### src/verilog/tdcmt_pkg.sv
package tdcmt_pkg;

   // clock and timeout timing
   localparam int unsigned CLK_FREQ_MHZ        = 40;
   localparam int unsigned TIMEOUT_MIN_US      = 128;
   localparam int unsigned TIMEOUT_BASE_CYCLES = TIMEOUT_MIN_US * CLK_FREQ_MHZ;
   localparam int unsigned TIMER_W             = 17;

   // timeout select field
   localparam int unsigned  SEL_W         = 3;
   localparam int unsigned  SEL_LSB       = 0;
   localparam logic [2:0]   SEL_RESET     = 3'h0;
   localparam logic [2:0]   SEL_MAX       = 3'h4;

   // register byte offsets
   localparam int unsigned ADDR_W          = 6;
   localparam logic [5:0]  REG_CTRL        = 6'h00;
   localparam logic [5:0]  REG_STATUS      = 6'h04;
   localparam logic [5:0]  REG_IRQ_CLEAR   = 6'h08;
   localparam logic [5:0]  REG_IRQ_ENABLE  = 6'h0c;
   localparam logic [5:0]  REG_RESULT_BASE = 6'h10;
   localparam logic [5:0]  REG_RESULT_LAST = 6'h34;

   // status layout
   localparam int unsigned STAT_W           = 2;
   localparam int unsigned STAT_TIMEOUT_BIT = 0;
   localparam int unsigned STAT_DONE_BIT    = 1;
   localparam logic [1:0]  STAT_RESET       = 2'h0;
   localparam logic [1:0]  IRQ_EN_RESET     = 2'h0;

   // result store
   localparam int unsigned NUM_HITS       = 6;
   localparam int unsigned NUM_TEMPS      = 4;
   localparam int unsigned NUM_RESULTS    = 10;
   localparam int unsigned RES_IDX_W      = 4;
   localparam int unsigned RESULT_W       = 16;
   localparam logic [15:0] RESULT_INVALID = 16'hffff;
   localparam logic [3:0]  TEMP_BASE_IDX  = 4'h6;
   localparam logic [3:0]  LAST_RES_IDX   = 4'h9;

   // read handshake phases
   localparam logic [1:0] RD_PHASE_IDLE  = 2'h0;
   localparam logic [1:0] RD_PHASE_FETCH = 2'h1;
   localparam logic [1:0] RD_PHASE_DONE  = 2'h2;

   typedef enum logic [1:0]
   {
      TDCMT_IDLE    = 2'b00,
      TDCMT_MEASURE = 2'b01,
      TDCMT_FILL    = 2'b10
   } tdcmt_state_type;

endpackage : tdcmt_pkg

### src/verilog/tdcmt_timer_if.sv
interface tdcmt_timer_if;
   logic       start;
   logic       stop;
   logic [2:0] measurement_timeout_select;
   logic       expired;
   logic       running;

   modport ctrl
   (
      output start,
      output stop,
      output measurement_timeout_select,
      input  expired,
      input  running
   );

   modport timer
   (
      input  start,
      input  stop,
      input  measurement_timeout_select,
      output expired,
      output running
   );
endinterface : tdcmt_timer_if

### src/verilog/tdcmt_timer.sv
module tdcmt_timer
#(
   parameter int unsigned TIMEOUT_BASE_CYCLES = tdcmt_pkg::TIMEOUT_BASE_CYCLES
)
(
   // clock and reset
   input wire logic       core_clk,
   input wire logic       rst_n,
   // control side
   tdcmt_timer_if.timer   tmr
);

   logic [tdcmt_pkg::TIMER_W-1:0] count;
   logic [tdcmt_pkg::TIMER_W-1:0] next_count;
   logic [tdcmt_pkg::TIMER_W-1:0] limit;
   logic [2:0]                    sel;
   logic                          running;
   logic                          next_running;
   logic                          expired;
   logic                          next_expired;

   // codes above the largest step use the largest step
   always_comb
   begin
      sel = tmr.measurement_timeout_select;
      if (sel > tdcmt_pkg::SEL_MAX)
      begin
         sel = tdcmt_pkg::SEL_MAX;
      end
      limit = tdcmt_pkg::TIMER_W'(TIMEOUT_BASE_CYCLES) << sel;
   end

   always_comb
   begin
      next_count   = count;
      next_running = running;
      next_expired = 1'b0;
      if (tmr.start)
      begin
         next_count   = '0;
         next_running = 1'b1;
      end
      else if (tmr.stop)
      begin
         next_running = 1'b0;
      end
      else if (running)
      begin
         if (count == limit - tdcmt_pkg::TIMER_W'(1))
         begin
            next_running = 1'b0;
            next_expired = 1'b1;
         end
         else
         begin
            next_count = count + tdcmt_pkg::TIMER_W'(1);
         end
      end
   end

   always_ff @(posedge core_clk)
   begin
      if (!rst_n)
      begin
         count   <= '0;
         running <= 1'b0;
         expired <= 1'b0;
      end
      else
      begin
         count   <= next_count;
         running <= next_running;
         expired <= next_expired;
      end
   end

   assign tmr.expired = expired;
   assign tmr.running = running;

endmodule : tdcmt_timer

### src/verilog/tdcmt_result_mem.sv
module tdcmt_result_mem
(
   // clock and reset
   input  wire logic                              core_clk,
   input  wire logic                              rst_n,
   // write port
   input  wire logic                              wr_en,
   input  wire logic [tdcmt_pkg::RES_IDX_W-1:0]   wr_addr,
   input  wire logic [tdcmt_pkg::RESULT_W-1:0]    wr_data,
   // read port
   input  wire logic [tdcmt_pkg::RES_IDX_W-1:0]   rd_addr,
   output logic      [tdcmt_pkg::RESULT_W-1:0]    rd_data
);

   logic [tdcmt_pkg::RESULT_W-1:0] mem [tdcmt_pkg::NUM_RESULTS];

   always_ff @(posedge core_clk)
   begin
      if (wr_en)
      begin
         mem[wr_addr] <= wr_data;
      end
   end

   always_ff @(posedge core_clk)
   begin
      if (!rst_n)
      begin
         rd_data <= '0;
      end
      else
      begin
         rd_data <= mem[rd_addr];
      end
   end

endmodule : tdcmt_result_mem

### src/verilog/tdcmt_measurement_timeout.sv
// Operation
// - abort measurement when hits miss timeout
// - timeout sets status flag, raises enabled interrupt
// - invalid results read back as ffff
// - missing results of a timed-out hit or temperature measurement get ffff written
// - select codes 000/001/010 give 128/256/512 us
module tdcmt_measurement_timeout
#(
   parameter int unsigned TIMEOUT_BASE_CYCLES = tdcmt_pkg::TIMEOUT_BASE_CYCLES
)
(
   // clock and reset
   input  wire logic        core_clk,
   input  wire logic        rst_n,
   // avalon-mm slave
   input  wire logic [5:0]  avs_address,
   input  wire logic        avs_read,
   input  wire logic        avs_write,
   input  wire logic [31:0] avs_writedata,
   output logic      [31:0] avs_readdata,
   output logic             avs_waitrequest,
   // measurement control
   input  wire logic        meas_start,
   input  wire logic        meas_is_temp,
   input  wire logic [2:0]  hits_required,
   input  wire logic [2:0]  temps_required,
   // capture datapath
   input  wire logic        hit_strobe,
   input  wire logic [15:0] hit_value,
   input  wire logic        temp_strobe,
   input  wire logic [1:0]  temp_index,
   input  wire logic [15:0] temp_value,
   // status outputs
   output logic             meas_busy,
   output logic             meas_abort,
   output logic             irq
);

   tdcmt_timer_if tmr_if ();

   tdcmt_pkg::tdcmt_state_type              state;
   tdcmt_pkg::tdcmt_state_type              next_state;
   logic [2:0]                              measurement_timeout_select;
   logic [2:0]                              next_measurement_timeout_select;
   logic [tdcmt_pkg::STAT_W-1:0]            status;
   logic [tdcmt_pkg::STAT_W-1:0]            next_status;
   logic [tdcmt_pkg::STAT_W-1:0]            irq_enable;
   logic [tdcmt_pkg::STAT_W-1:0]            next_irq_enable;
   logic [tdcmt_pkg::STAT_W-1:0]            stat_set;
   logic [tdcmt_pkg::STAT_W-1:0]            stat_clr;
   logic [tdcmt_pkg::NUM_RESULTS-1:0]       valid;
   logic [tdcmt_pkg::NUM_RESULTS-1:0]       next_valid;
   logic [tdcmt_pkg::NUM_RESULTS-1:0]       wr_onehot;
   logic [2:0]                              captured;
   logic [2:0]                              next_captured;
   logic [2:0]                              required;
   logic [2:0]                              next_required;
   logic                                    is_temp;
   logic                                    next_is_temp;
   logic [tdcmt_pkg::RES_IDX_W-1:0]         fill_idx;
   logic [tdcmt_pkg::RES_IDX_W-1:0]         next_fill_idx;
   logic                                    abort;
   logic                                    next_abort;
   logic                                    wr_en;
   logic [tdcmt_pkg::RES_IDX_W-1:0]         wr_addr;
   logic [tdcmt_pkg::RESULT_W-1:0]          wr_data;
   logic                                    new_entry;
   logic [tdcmt_pkg::RES_IDX_W-1:0]         rd_idx;
   logic                                    rd_is_result;
   logic [tdcmt_pkg::RESULT_W-1:0]          mem_rd_data;
   logic [1:0]                              rd_phase;
   logic [1:0]                              next_rd_phase;
   logic [31:0]                             readdata;
   logic [31:0]                             next_readdata;
   logic [5:0]                              rd_offset;
   logic                                    bus_write;

   tdcmt_timer
   #(
      .TIMEOUT_BASE_CYCLES (TIMEOUT_BASE_CYCLES)
   )
   u_timer
   (
      .core_clk (core_clk),
      .rst_n    (rst_n),
      .tmr      (tmr_if.timer)
   );

   tdcmt_result_mem u_mem
   (
      .core_clk (core_clk),
      .rst_n    (rst_n),
      .wr_en    (wr_en),
      .wr_addr  (wr_addr),
      .wr_data  (wr_data),
      .rd_addr  (rd_idx),
      .rd_data  (mem_rd_data)
   );

   // measurement sequencing
   always_comb
   begin
      next_state    = state;
      next_captured = captured;
      next_required = required;
      next_is_temp  = is_temp;
      next_fill_idx = fill_idx;
      next_abort    = 1'b0;
      stat_set      = '0;
      wr_en         = 1'b0;
      wr_addr       = '0;
      wr_data       = '0;
      new_entry     = 1'b0;
      tmr_if.start  = 1'b0;
      tmr_if.stop   = 1'b0;
      unique case (state)
         tdcmt_pkg::TDCMT_IDLE:
         begin
            if (meas_start)
            begin
               tmr_if.start  = 1'b1;
               next_state    = tdcmt_pkg::TDCMT_MEASURE;
               next_captured = '0;
               next_is_temp  = meas_is_temp;
               if (meas_is_temp)
               begin
                  next_required = (temps_required == 3'h0 ||
                                   temps_required > 3'(tdcmt_pkg::NUM_TEMPS)) ?
                                  3'(tdcmt_pkg::NUM_TEMPS) : temps_required;
               end
               else
               begin
                  next_required = (hits_required == 3'h0 ||
                                   hits_required > 3'(tdcmt_pkg::NUM_HITS)) ?
                                  3'(tdcmt_pkg::NUM_HITS) : hits_required;
               end
            end
         end
         tdcmt_pkg::TDCMT_MEASURE:
         begin
            if (tmr_if.expired)
            begin
               next_abort    = 1'b1;
               stat_set[tdcmt_pkg::STAT_TIMEOUT_BIT] = 1'b1;
               next_fill_idx = '0;
               next_state    = tdcmt_pkg::TDCMT_FILL;
            end
            else
            begin
               if (!is_temp && hit_strobe)
               begin
                  wr_en     = 1'b1;
                  wr_addr   = tdcmt_pkg::RES_IDX_W'(captured);
                  wr_data   = hit_value;
                  new_entry = 1'b1;
               end
               else if (is_temp && temp_strobe)
               begin
                  wr_en     = 1'b1;
                  wr_addr   = tdcmt_pkg::TEMP_BASE_IDX + tdcmt_pkg::RES_IDX_W'(temp_index);
                  wr_data   = temp_value;
                  new_entry = !valid[wr_addr];
               end
               if (new_entry)
               begin
                  next_captured = captured + 3'h1;
                  if (captured + 3'h1 == required)
                  begin
                     tmr_if.stop = 1'b1;
                     stat_set[tdcmt_pkg::STAT_DONE_BIT] = 1'b1;
                     next_state  = tdcmt_pkg::TDCMT_IDLE;
                  end
               end
            end
         end
         tdcmt_pkg::TDCMT_FILL:
         begin
            // missing entries are overwritten with the invalid marker
            wr_en   = !valid[fill_idx];
            wr_addr = fill_idx;
            wr_data = tdcmt_pkg::RESULT_INVALID;
            next_fill_idx = fill_idx + tdcmt_pkg::RES_IDX_W'(1);
            if (fill_idx == tdcmt_pkg::LAST_RES_IDX)
            begin
               next_state = tdcmt_pkg::TDCMT_IDLE;
            end
         end
         default:
         begin
            next_state = tdcmt_pkg::TDCMT_IDLE;
         end
      endcase
   end

   // per-entry valid flags
   genvar gi;
   generate
      for (gi = 0; gi < tdcmt_pkg::NUM_RESULTS; gi++)
      begin : g_valid
         assign wr_onehot[gi]  = new_entry && (wr_addr == tdcmt_pkg::RES_IDX_W'(gi));
         assign next_valid[gi] = (state == tdcmt_pkg::TDCMT_IDLE && meas_start) ? 1'b0 :
                                 (valid[gi] | wr_onehot[gi]);
      end
   endgenerate

   // register writes and sticky status
   always_comb
   begin
      bus_write                       = avs_write && !avs_read;
      next_measurement_timeout_select = measurement_timeout_select;
      next_irq_enable                 = irq_enable;
      stat_clr                        = '0;
      if (bus_write && avs_address == tdcmt_pkg::REG_CTRL)
      begin
         next_measurement_timeout_select =
            avs_writedata[tdcmt_pkg::SEL_LSB +: tdcmt_pkg::SEL_W];
      end
      if (bus_write && avs_address == tdcmt_pkg::REG_IRQ_ENABLE)
      begin
         next_irq_enable = avs_writedata[tdcmt_pkg::STAT_W-1:0];
      end
      if (bus_write && avs_address == tdcmt_pkg::REG_IRQ_CLEAR)
      begin
         stat_clr = avs_writedata[tdcmt_pkg::STAT_W-1:0];
      end
      next_status = (status & ~stat_clr) | stat_set;
   end

   // read path: two wait cycles, data from a register
   always_comb
   begin
      rd_offset    = avs_address - tdcmt_pkg::REG_RESULT_BASE;
      rd_is_result = (avs_address >= tdcmt_pkg::REG_RESULT_BASE) &&
                     (avs_address <= tdcmt_pkg::REG_RESULT_LAST) &&
                     (avs_address[1:0] == 2'h0);
      rd_idx       = rd_offset[5:2];
      next_rd_phase = tdcmt_pkg::RD_PHASE_IDLE;
      if (avs_read && rd_phase != tdcmt_pkg::RD_PHASE_DONE)
      begin
         next_rd_phase = rd_phase + 2'h1;
      end
      next_readdata = readdata;
      if (avs_read && rd_phase == tdcmt_pkg::RD_PHASE_FETCH)
      begin
         next_readdata = '0;
         if (rd_is_result)
         begin
            next_readdata[tdcmt_pkg::RESULT_W-1:0] =
               valid[rd_idx] ? mem_rd_data : tdcmt_pkg::RESULT_INVALID;
         end
         else if (avs_address == tdcmt_pkg::REG_CTRL)
         begin
            next_readdata[tdcmt_pkg::SEL_LSB +: tdcmt_pkg::SEL_W] =
               measurement_timeout_select;
         end
         else if (avs_address == tdcmt_pkg::REG_STATUS)
         begin
            next_readdata[tdcmt_pkg::STAT_W-1:0] = status;
         end
         else if (avs_address == tdcmt_pkg::REG_IRQ_ENABLE)
         begin
            next_readdata[tdcmt_pkg::STAT_W-1:0] = irq_enable;
         end
      end
   end

   always_ff @(posedge core_clk)
   begin
      if (!rst_n)
      begin
         state                      <= tdcmt_pkg::TDCMT_IDLE;
         captured                   <= '0;
         required                   <= '0;
         is_temp                    <= 1'b0;
         fill_idx                   <= '0;
         abort                      <= 1'b0;
         valid                      <= '0;
         measurement_timeout_select <= tdcmt_pkg::SEL_RESET;
         irq_enable                 <= tdcmt_pkg::IRQ_EN_RESET;
         status                     <= tdcmt_pkg::STAT_RESET;
         rd_phase                   <= tdcmt_pkg::RD_PHASE_IDLE;
         readdata                   <= '0;
      end
      else
      begin
         state                      <= next_state;
         captured                   <= next_captured;
         required                   <= next_required;
         is_temp                    <= next_is_temp;
         fill_idx                   <= next_fill_idx;
         abort                      <= next_abort;
         valid                      <= next_valid;
         measurement_timeout_select <= next_measurement_timeout_select;
         irq_enable                 <= next_irq_enable;
         status                     <= next_status;
         rd_phase                   <= next_rd_phase;
         readdata                   <= next_readdata;
      end
   end

   assign tmr_if.measurement_timeout_select = measurement_timeout_select;
   assign avs_readdata    = readdata;
   assign avs_waitrequest = avs_read && (rd_phase != tdcmt_pkg::RD_PHASE_DONE);
   assign meas_busy       = (state != tdcmt_pkg::TDCMT_IDLE);
   assign meas_abort      = abort;
   assign irq             = |(status & irq_enable);

endmodule : tdcmt_measurement_timeout

### config.mk
export PLATFORM = sky130hd
export DESIGN_NAME = tdcmt_measurement_timeout
export DESIGN_NICKNAME = d
export VERILOG_FILES = /design/src/verilog/tdcmt_pkg.sv /design/src/verilog/tdcmt_timer_if.sv /design/src/verilog/tdcmt_timer.sv /design/src/verilog/tdcmt_result_mem.sv /design/src/verilog/tdcmt_measurement_timeout.sv
export SDC_FILE = /design/constraint.sdc
export NUM_CORES = 1
export LEC_CHECK = 0
export ABC_AREA = 0
export BUFFER_PORTS_ARGS = -buffer_cell sky130_fd_sc_hd__buf_2
export CAP_MARGIN = 20
export CORE_ASPECT_RATIO = 1.4
export CORE_UTILIZATION = 45
export CTS_BUF_LIST = sky130_fd_sc_hd__clkbuf_16
export DETAILED_ROUTE_END_ITERATION = 8
export GPL_ROUTABILITY_DRIVEN = 0
export GPL_TIMING_DRIVEN = 0
export SYNTH_ARGS = -nofsm -noshare
export SYNTH_HDL_FRONTEND = slang
export SYNTH_SLANG_ARGS = --single-unit
### constraint.sdc
create_clock -name core_clk -period 3.62 [get_ports core_clk]
set_clock_uncertainty 0.05 [all_clocks]
set_input_delay 0.724 -clock core_clk [delete_from_list [all_inputs] [get_ports core_clk]]
set_output_delay 0.724 -clock core_clk [all_outputs]
set_load 0.02 [all_outputs]
==> results.yml, run 1 <==
layout:
  nets: 1088
  fillCellCount: 2079
  drive_gt1_frac: 0.214
  layout_common_cells: "160 x edfxtp_1, 96 x nand2_1, 84 x dfxtp_1, 83 x buf_2, 63 x nor2_1"
  final_common_cell: "edfxtp_1"
  fin_util: 0.540
  antenna_cells: 0
  syn_to_final_growth_pct: 17.7
clocking:
  insertion_delay_ns: 0.53
  htreeDepth: 1
  cts_buffers: 25
  cts_sinks: 244
  clk_path_buf_depth: 3
  clockRootBuffer: "clkbuf_16"
  cts_setup_buffers: 0
  cts_tree: "built"
  clk_pin_slew_ns: 0.07
worst_hold_path:
  min_delay_path_depth: 3
  hp-start: "avs_writedata[2]"
  worstHoldEndpoint: "measurement_timeout_select[2]"
  hp-class: "in2reg"
logic_synthesis:
  synth-edff-count: 160
  synth_cells: 864
  async_flop_share: 0
  synth-seq-cells: 244
  synthFlopType: "edfxtp_1"
  ys_types: 68
  yosysTopAreaCellShare: 0.450
  synth_top_cell_by_area: "edfxtp_1"
  synth.area.top_cells: "edfxtp_1 45%, dfxtp_1 16%, mux4_2 7.4%"
  syn_avg_cell_area_um2: 12.4
  syn_area_um2: 10700
  yosysSeqAreaShare: 0.608
  yosysWarnings: 0
drt:
  drc_errors: 0
  routed_wl_mm: 26.4
  firstDrtPassIters: 5
  ant_nets: 0
  routedWlPerCell_um: 20.1
  via_per_inst: 5.56
  vias: 7314
  drtIter0Drc: 404
sta:
  hold_viol_final: 0
  drv_slew: 0
  rsz0062_at_grt: "yes"
  setup_viol: 0
  period_share: 0.933
  fmax_ghz: 0.296
  fin_crit_ns: 3.38
  worst_hold_slack_ns: 0.398
  slew-limit-headroom: 0.330
  tightest_slew_ns: 1.00
placement:
  portBuffers: 74
  place_hpwl_mm: 18.7
floorplan:
  die_h_um: 184
  die_area_um2: 24300
  start_util: 0.458
  num_rows: 66
  io_pins: 122
  dieWidth_um: 132
  coreArea_um2: 23300
grt:
  track_usage: 0.222
  overflow: 0
  grt_first_pass_wirelength_mm: 41.2
  grtUsageMet2: 0.406
  grt_pass1_vias: 7326
  met1_usage: 0.266
  grt_max_degree: 16
  met3_usage: 0.0281
  antenna_found_initial: 0
  grt-busiest-layer: "met2"
critical_path:
  worstPathRequired_ns: 3.80
  critPathKind: "reg2reg"
  start_kind: "register"
  cp_max_fo: 10
  reg2reg_from: "state[1]"
  r2r_setup_slack_ns: 0.24
  r2r_cells: 9
  worstPathArrival_ns: 3.56
  cp-end-kind: "register"
  reg2reg_to: "u_mem.mem[3][2]"
power_and_ir_drop:
  p_per_area_nw_per_um2: 508
  power.leakage_nw: 4.63
  peakVddDrop_v: 0.000319
outcome:
  outcome: "completed"
job:
  maxCapViolCount: 0
## critical path, cell delays in order, from the launching register on
cell and delay [ns]:
dfxtp_1 0.36, inv_1 0.07, ha_1 0.29, nand2b_1 0.19, clkbuf_1 0.48, o21ai_0 0.30
o21ai_0 0.29, nand2_1 0.21, nor2_2 0.58, buf_8 0.24
## how the worst max path moves through the flow
stage,start,endpoint,cells after the start
finish,state[1],u_mem.mem[3][2],9
global route,state[1],u_mem.mem[1][2],9
CTS,avs_address[4],avs_readdata[7],12
detailed placement,avs_address[4],avs_readdata[7],12
global placement,hit_strobe,u_mem.mem[6][13],7
floorplan,hit_strobe,u_mem.mem[5][0],7
## state kept, by name (all words and copies together) (netlist names)
signal,count
valid,10
state,2
required,3
fill_idx,4
status,2
irq_enable,2
measurement_timeout_select,3
u_mem.rd_data,16
u_timer.tmr.running,1
avs_readdata,16
u_mem.mem,160
captured,3
u_timer.count,17
u_timer.tmr.expired,1
rd_phase,2
is_temp,1
meas_abort,1
## logic make-up after synthesis
logic type | share of synthesized area
xor+xnor | 0.00539
simple gates | 0.126
other cells | 0.000351
compound gates | 0.118
flops | 0.608
fa+ha+maj | 0.0141
mux | 0.0901
buf+inv | 0.0388
## power breakdown
part / switching [W] / total [W] / internal, W
clock network: 0.00110 / 0.00273 / 0.00163
registers: 0.0000299 / 0.00303 / 0.00300
logic: 0.000423 / 0.000624 / 0.000201
total: 0.00156 / 0.00639 / 0.00483
## synthesized netlist by cell type (all sizes together), types with 15 or more instances
library cell / instances
edfxtp: 160
nand2: 96
dfxtp: 84
nor2: 73
o21ai: 42
a21oi: 38
buf: 35
clkbuf: 35
mux4: 35
nand3: 24
nor2b: 21
a22oi: 20
o21a: 19
a211oi: 18
a311oi: 16
inv: 15
## metrics by stage
step | power (W) | instances | worst slack, ns | instance area, µm² | TNS, ns
2_1_floorplan | 0.00349 | 879 | 0.685 | 10700 | 0
3_3_place_gp | 0.00370 | 1259 | -0.611 | 11500 | -82.21
3_5_place_dp | 0.00371 | 1269 | -0.441 | 11700 | -5.19
4_1_cts | 0.00642 | 1315 | 0.0987 | 12600 | 0
5_1_grt | 0.00661 | 1315 | -0.0441 | 12600 | -0.926
6_report | 0.00639 | 1315 | 0.243 | 12600 | 0
## cell type report
class / count / area, µm² / area share
Clock buffer: 25 / 626 / 0.0498
Multi-Input combinational cell: 549 / 3860 / 0.307
Tap cell: 306 / 383 / 0.0305
Clock inverter: 21 / 250 / 0.0199
Sequential cell: 244 / 6490 / 0.516
Inverter: 16 / 60.1 / 0.00478
Buffer: 70 / 355 / 0.0283
Timing Repair Buffer: 84 / 546 / 0.0434
## layer usage
metal  wire (µm)  up-vias  part of all wire
li1            -     3488                 -
met1       10700     3565              0.40
met2       13800      207              0.52
met3        1080       54             0.041
met4         825        0             0.031
met5           0        -                 0
## what timing repair did
item	4_1_cts	5_1_grt
hold buffers	0	0
endpoints found under the setup margin	0	42
resized for setup	0	3
(Power assumes the default switching activity.)
==> inputs of run 2 (changes only) <==
--- a/config.mk
+++ b/config.mk
@@ -16,4 +16,5 @@
 export GPL_TIMING_DRIVEN = 0
 export SYNTH_ARGS = -nofsm -noshare
 export SYNTH_HDL_FRONTEND = slang
+export SYNTH_HIERARCHICAL = 1
 export SYNTH_SLANG_ARGS = --single-unit
==> results.yml, run 2 <==
drt:
  ant_nets: 0
  vias: 7604
  drc_errors: 0
  firstDrtPassIters: 6
  drtIter0Drc: 423
  via_per_inst: 5.50
  routedWlPerCell_um: 20.2
  routed_wl_mm: 27.9
critical_path:
  worstPathArrival_ns: 3.55
  reg2reg_to: "u_mem/mem[1][7]"
  crit_buf_inv: 2
  worstPathCellList: "clkbuf_1, mux4_2, mux2i_1, o211ai_1, a21boi_1, or3b_1, nor2_2, buf_8"
  critPathKind: "reg2reg"
  cp_slowest_cell: "mux4_2"
  r2r_setup_slack_ns: 0.23
  worstPathRequired_ns: 3.78
  max_stage_delay_ns: 0.57
  r2r_cells: 8
  cp_max_fo: 9
  cp-end-kind: "register"
  crit_family: "simple AND/OR/NAND/NOR gates"
  reg2reg_from: "fill_idx[0]"
  start_kind: "register"
layout:
  top_regs: "u_mem/mem (160), u_timer/count (17)"
  fin_util: 0.530
  final_common_cell: "edfxtp_1"
  nets: 1148
  layout_common_cells: "160 x edfxtp_1, 90 x mux2i_1, 86 x buf_2, 84 x dfxtp_1, 77 x nand2_1"
  regMostFlops: "u_mem/mem"
  syn_to_final_growth_pct: 15.8
  drive_gt1_frac: 0.228
  largest_register_ffs: 160
  stdcell_area_um2: 13000
  antenna_cells: 0
clocking:
  cts_buffers: 24
  cts_tree: "built"
  insertion_delay_ns: 0.51
  htreeDepth: 1
  clk_pin_slew_ns: 0.06
  cts_setup_buffers: 0
  clockRootBuffer: "clkbuf_16"
  clk_path_buf_depth: 3
  hold_buffers: 0
  cts_sinks: 244
worst_hold_path:
  min_delay_path_depth: 1
  worstHoldEndpoint: "rd_phase[0]"
  hp-class: "reg2reg"
  hp-start: "rd_phase[0]"
sta:
  hold_viol_final: 0
  slew-limit-headroom: 0.346
  fin_crit_ns: 3.39
  tightest_slew_ns: 0.975
  setup_viol: 0
  fmax_ghz: 0.295
  drv_slew: 0
  rsz0062_at_grt: "no"
  period_share: 0.936
  fin_tns_setup_ns: 0
logic_synthesis:
  syn_area_um2: 11300
  synth-seq-cells: 244
  syn_avg_cell_area_um2: 12.2
  synth_cells: 924
  ys_types: 79
  async_flop_share: 0
  synthFlopType: "edfxtp_1"
  synth_common_cells: "160 x edfxtp_1, 90 x mux2i_1, 84 x dfxtp_1, 77 x nand2_1, 60 x nor2_1"
  synth.area.top_cells: "edfxtp_1 43%, dfxtp_1 15%, mux2i_1 8.0%"
  yosysWarnings: 6
  synth-edff-count: 160
  yosysMostFrequentCell: "edfxtp_1"
  synth_top_cell_by_area: "edfxtp_1"
  yosysSeqAreaShare: 0.576
  yosysTopAreaCellShare: 0.427
grt:
  track_usage: 0.224
  grtUsageMet2: 0.411
  antenna_found_initial: 0
  grt_max_degree: 16
  met3_usage: 0.0257
  grt_pass1_vias: 7758
  grt-busiest-layer: "met2"
  grt_first_pass_wirelength_mm: 43.1
  overflow: 0
  met1_usage: 0.273
power_and_ir_drop:
  power.leakage_nw: 4.94
  p_total_w: 0.00603
  p_comb_frac: 0.113
  clkPwrFrac: 0.386
  seqPwrFrac: 0.501
  power.internal_w: 0.00453
  p_switching_w: 0.00150
  p_per_area_nw_per_um2: 462
  p_sw_frac: 0.249
  peakVddDrop_v: 0.000365
floorplan:
  die_h_um: 189
  num_rows: 68
  io_pins: 122
  dieWidth_um: 136
  die_area_um2: 25700
  coreArea_um2: 24600
  start_util: 0.458
placement:
  place_hpwl_mm: 19.8
  place_area_um2: 12300
  portBuffers: 75
outcome:
  outcome: "completed"
job:
  maxCapViolCount: 0
## run 2: logic make-up (layout without fill, tap and decap cells)
logic type,Yosys count,count (layout),synth area share
compound gates,218,218,0.146
xor+xnor,5,5,0.00511
fa+ha+maj,12,12,0.0133
buf+inv,92,221,0.0521
flops,244,244,0.576
mux,97,97,0.0910
other cells,1,16,0.000333
simple gates,255,255,0.116
## run 2: layer usage
metal  vias to the layer above  wire (µm)
met5                         -          0
met4                         0        625
met3                        42       1230
met2                       207      14500
met1                      3671      11500
li1                       3684          -
## run 2: how the worst max path moves through the flow
stage                           start  cells after the start                to
final                     fill_idx[0]                      8   u_mem/mem[1][7]
after global routing      fill_idx[0]                      8   u_mem/mem[1][6]
after CTS                    state[1]                      8   u_mem/mem[1][7]
after detailed placement   hit_strobe                      9  u_mem/mem[4][11]
after global placement     hit_strobe                      8   u_mem/mem[8][6]
after floorplan            hit_strobe                      7   u_mem/mem[4][0]
## run 2: per-stage QoR
stage / setup slack [ns] / hold WS, ns / std cells
after global placement: -1.92 / 0.384 / 1329
after floorplan: 0.0992 / 0.367 / 939
after CTS: 0.0793 / 0.385 / 1383
after global routing: 0.0516 / 0.408 / 1383
after detailed placement: -0.540 / 0.387 / 1339
final: 0.230 / 0.395 / 1383
## run 2: final cells by class
class | instances | area, µm²
fillers | 2132 | 11600
flip-flops and latches | 244 | 6490
multi-input cells | 603 | 4290
clock buffers | 26 | 651
repair buffers | 85 | 534
plain buffers | 72 | 515
well taps | 315 | 394
clock inverters | 18 | 88.8
inverters | 20 | 75.1
## run 2: power by group through the flow
| stage | logic, W | clock network, W | registers (W) |
|---|---|---|---|
| 3_5_place_dp | 0.000679 | 0 | 0.00308 |
| 3_3_place_gp | 0.000670 | 0 | 0.00308 |
| 2_1_floorplan | 0.000455 | 0 | 0.00308 |
| 6_report | 0.000681 | 0.00233 | 0.00302 |
| 4_1_cts | 0.000682 | 0.00237 | 0.00302 |
| 5_1_grt | 0.000742 | 0.00249 | 0.00302 |
## run 2: timing repair
item,in CTS,in global routing
setup endpoints to repair,31,68
resized for setup,3,3
endpoints found under the hold margin,0,0
==> inputs of run 3 (changes only) <==
--- a/config.mk
+++ b/config.mk
@@ -6,12 +6,12 @@
 export NUM_CORES = 1
 export LEC_CHECK = 0
 export ABC_AREA = 0
-export BUFFER_PORTS_ARGS = -buffer_cell sky130_fd_sc_hd__buf_2
 export CAP_MARGIN = 20
 export CORE_ASPECT_RATIO = 1.4
 export CORE_UTILIZATION = 45
 export CTS_BUF_LIST = sky130_fd_sc_hd__clkbuf_16
 export DETAILED_ROUTE_END_ITERATION = 8
+export DONT_BUFFER_PORTS = 1
 export GPL_ROUTABILITY_DRIVEN = 0
 export GPL_TIMING_DRIVEN = 0
 export SYNTH_ARGS = -nofsm -noshare
==> results.yml, run 3 (synthesis gave the netlist of run 2 again) <==
placement:
  place_hpwl_mm: 19.4
  pre_cts_slack_ns: -0.513
  place_area_um2: 11900
  portBuffers: 0
grt:
  grt_first_pass_wirelength_mm: 42.0
  antenna_found_initial: 0
  grt_max_degree: 16
  overflow: 0
  track_usage: 0.219
  grt_pass1_vias: 7304
layout:
  nets: 1075
  largest_register_ffs: 160
  drive_gt1_frac: 0.175
  fillCellCount: 2132
  syn_to_final_growth_pct: 13.9
  top_regs: "u_mem/mem (160), u_timer/count (17)"
  regMostFlops: "u_mem/mem"
  antenna_cells: 0
  layout_common_cells: "160 x edfxtp_1, 90 x mux2i_1, 84 x dfxtp_1, 77 x nand2_1, 53 x nor2_1"
  stdcell_area_um2: 12800
  final_common_cell: "edfxtp_1"
critical_path:
  critPathKind: "reg2reg"
  cp_max_fo: 9
  reg2reg_to: "u_mem/mem[1][3]"
  worstPathRequired_ns: 3.79
  start_kind: "register"
  cp-end-kind: "register"
  reg2reg_from: "fill_idx[0]"
  r2r_setup_slack_ns: 0.16
  worstPathArrival_ns: 3.63
  r2r_cells: 8
clocking:
  htreeDepth: 1
  insertion_delay_ns: 0.52
  cts_setup_buffers: 0
  clk_path_buf_depth: 3
  hold_buffers: 0
  cts_sinks: 244
  cts_buffers: 26
  cts_tree: "built"
  clockRootBuffer: "clkbuf_16"
  clk_pin_slew_ns: 0.06
job:
  maxCapViolCount: 0
power_and_ir_drop:
  p_per_area_nw_per_um2: 499
  power.leakage_nw: 4.69
  peakVddDrop_v: 0.000406
sta:
  slew-limit-headroom: 0.444
  setup_viol: 0
  rsz0062_at_grt: "no"
  drv_slew: 0
  tightest_slew_ns: 0.834
  hold_viol_final: 0
  fin_crit_ns: 3.46
  setup_ws_ns: 0.163
  period_share: 0.955
  fmax_ghz: 0.289
drt:
  firstDrtPassIters: 4
  via_per_inst: 5.65
  routed_wl_mm: 27.4
  drc_errors: 0
  wl_met3_mm: 1.69
  ant_nets: 0
  dr.max_layer_used: "met4"
  wirelength_met1_mm: 10.8
  dr_wl_met2_mm: 14.3
  drtIter0Drc: 489
  routedWlPerCell_um: 20.9
  vias: 7409
floorplan:
  io_pins: 122
  num_rows: 68
  start_util: 0.458
  die_area_um2: 25700
  dieWidth_um: 136
  die_h_um: 189
  coreArea_um2: 24600
worst_hold_path:
  worstHoldEndpoint: "u_timer/tmr.running"
  min_delay_path_depth: 1
  hp-class: "in2reg"
  hp-start: "rst_n"
outcome:
  outcome: "completed"
[run 3: layout make-up]
| class | instances | area (µm²) | share of cell area |
|---|---|---|---|
| flip-flops and latches | 244 | 6490 | 0.506 |
| multi-input cells | 603 | 4290 | 0.334 |
| clock buffers | 32 | 801 | 0.0624 |
| plain buffers | 72 | 515 | 0.0402 |
| well taps | 315 | 394 | 0.0307 |
| repair buffers | 10 | 146 | 0.0114 |
| clock inverters | 16 | 118 | 0.00917 |
| inverters | 20 | 75.1 | 0.00585 |
[run 3: worst max-delay path by stage]
stage               cells after the start               end         from
floorplan                               7   u_mem/mem[4][0]   hit_strobe
global placement                        7   u_mem/mem[4][7]   hit_strobe
detailed placement                      8  u_mem/mem[4][11]   hit_strobe
CTS                                     8   u_mem/mem[1][8]     state[1]
global route                            8  u_mem/mem[0][11]  fill_idx[0]
finish                                  8   u_mem/mem[1][3]  fill_idx[0]
[run 3: power by group]
group,switching [W],internal (W)
registers,0.0000267,0.00300
clock network,0.00110,0.00165
logic,0.000419,0.000211
total,0.00155,0.00486
[run 3: metal layers]
layer,vias to the layer above,GRT usage
met5,-,0
met4,0,0.0674
met3,43,0.0439
met2,203,0.394
met1,3628,0.259
li1,3535,-
[run 3: metrics by stage]
stage / cells / total power [W] / hold slack, ns / utilization / setup TNS, ns
after global routing: 1312 / 0.00663 / 0.258 / 0.522 / 0
after global placement: 1254 / 0.00371 / 0.382 / 0.476 / -181.87
after floorplan: 939 / 0.00353 / 0.367 / - / 0
after detailed placement: 1264 / 0.00371 / 0.380 / 0.484 / -28.27
after CTS: 1312 / 0.00646 / 0.251 / 0.521 / 0
final: 1312 / 0.00640 / 0.276 / 0.522 / 0
[run 3: timing repair]
action,4_1_cts,5_1_grt
hold endpoints to repair,0,0
endpoints found under the setup margin,31,38
resized for setup,3,2
[run 3: critical path, cell delays in order, from the launching register on]
cell and delay [ns]:
dfxtp_1 0.36, clkbuf_1 0.39, mux4_2 0.58, mux2i_1 0.14
o211ai_1 0.09, a21boi_1 0.29, or3b_1 0.51, nor2_2 0.50
buf_8 0.23
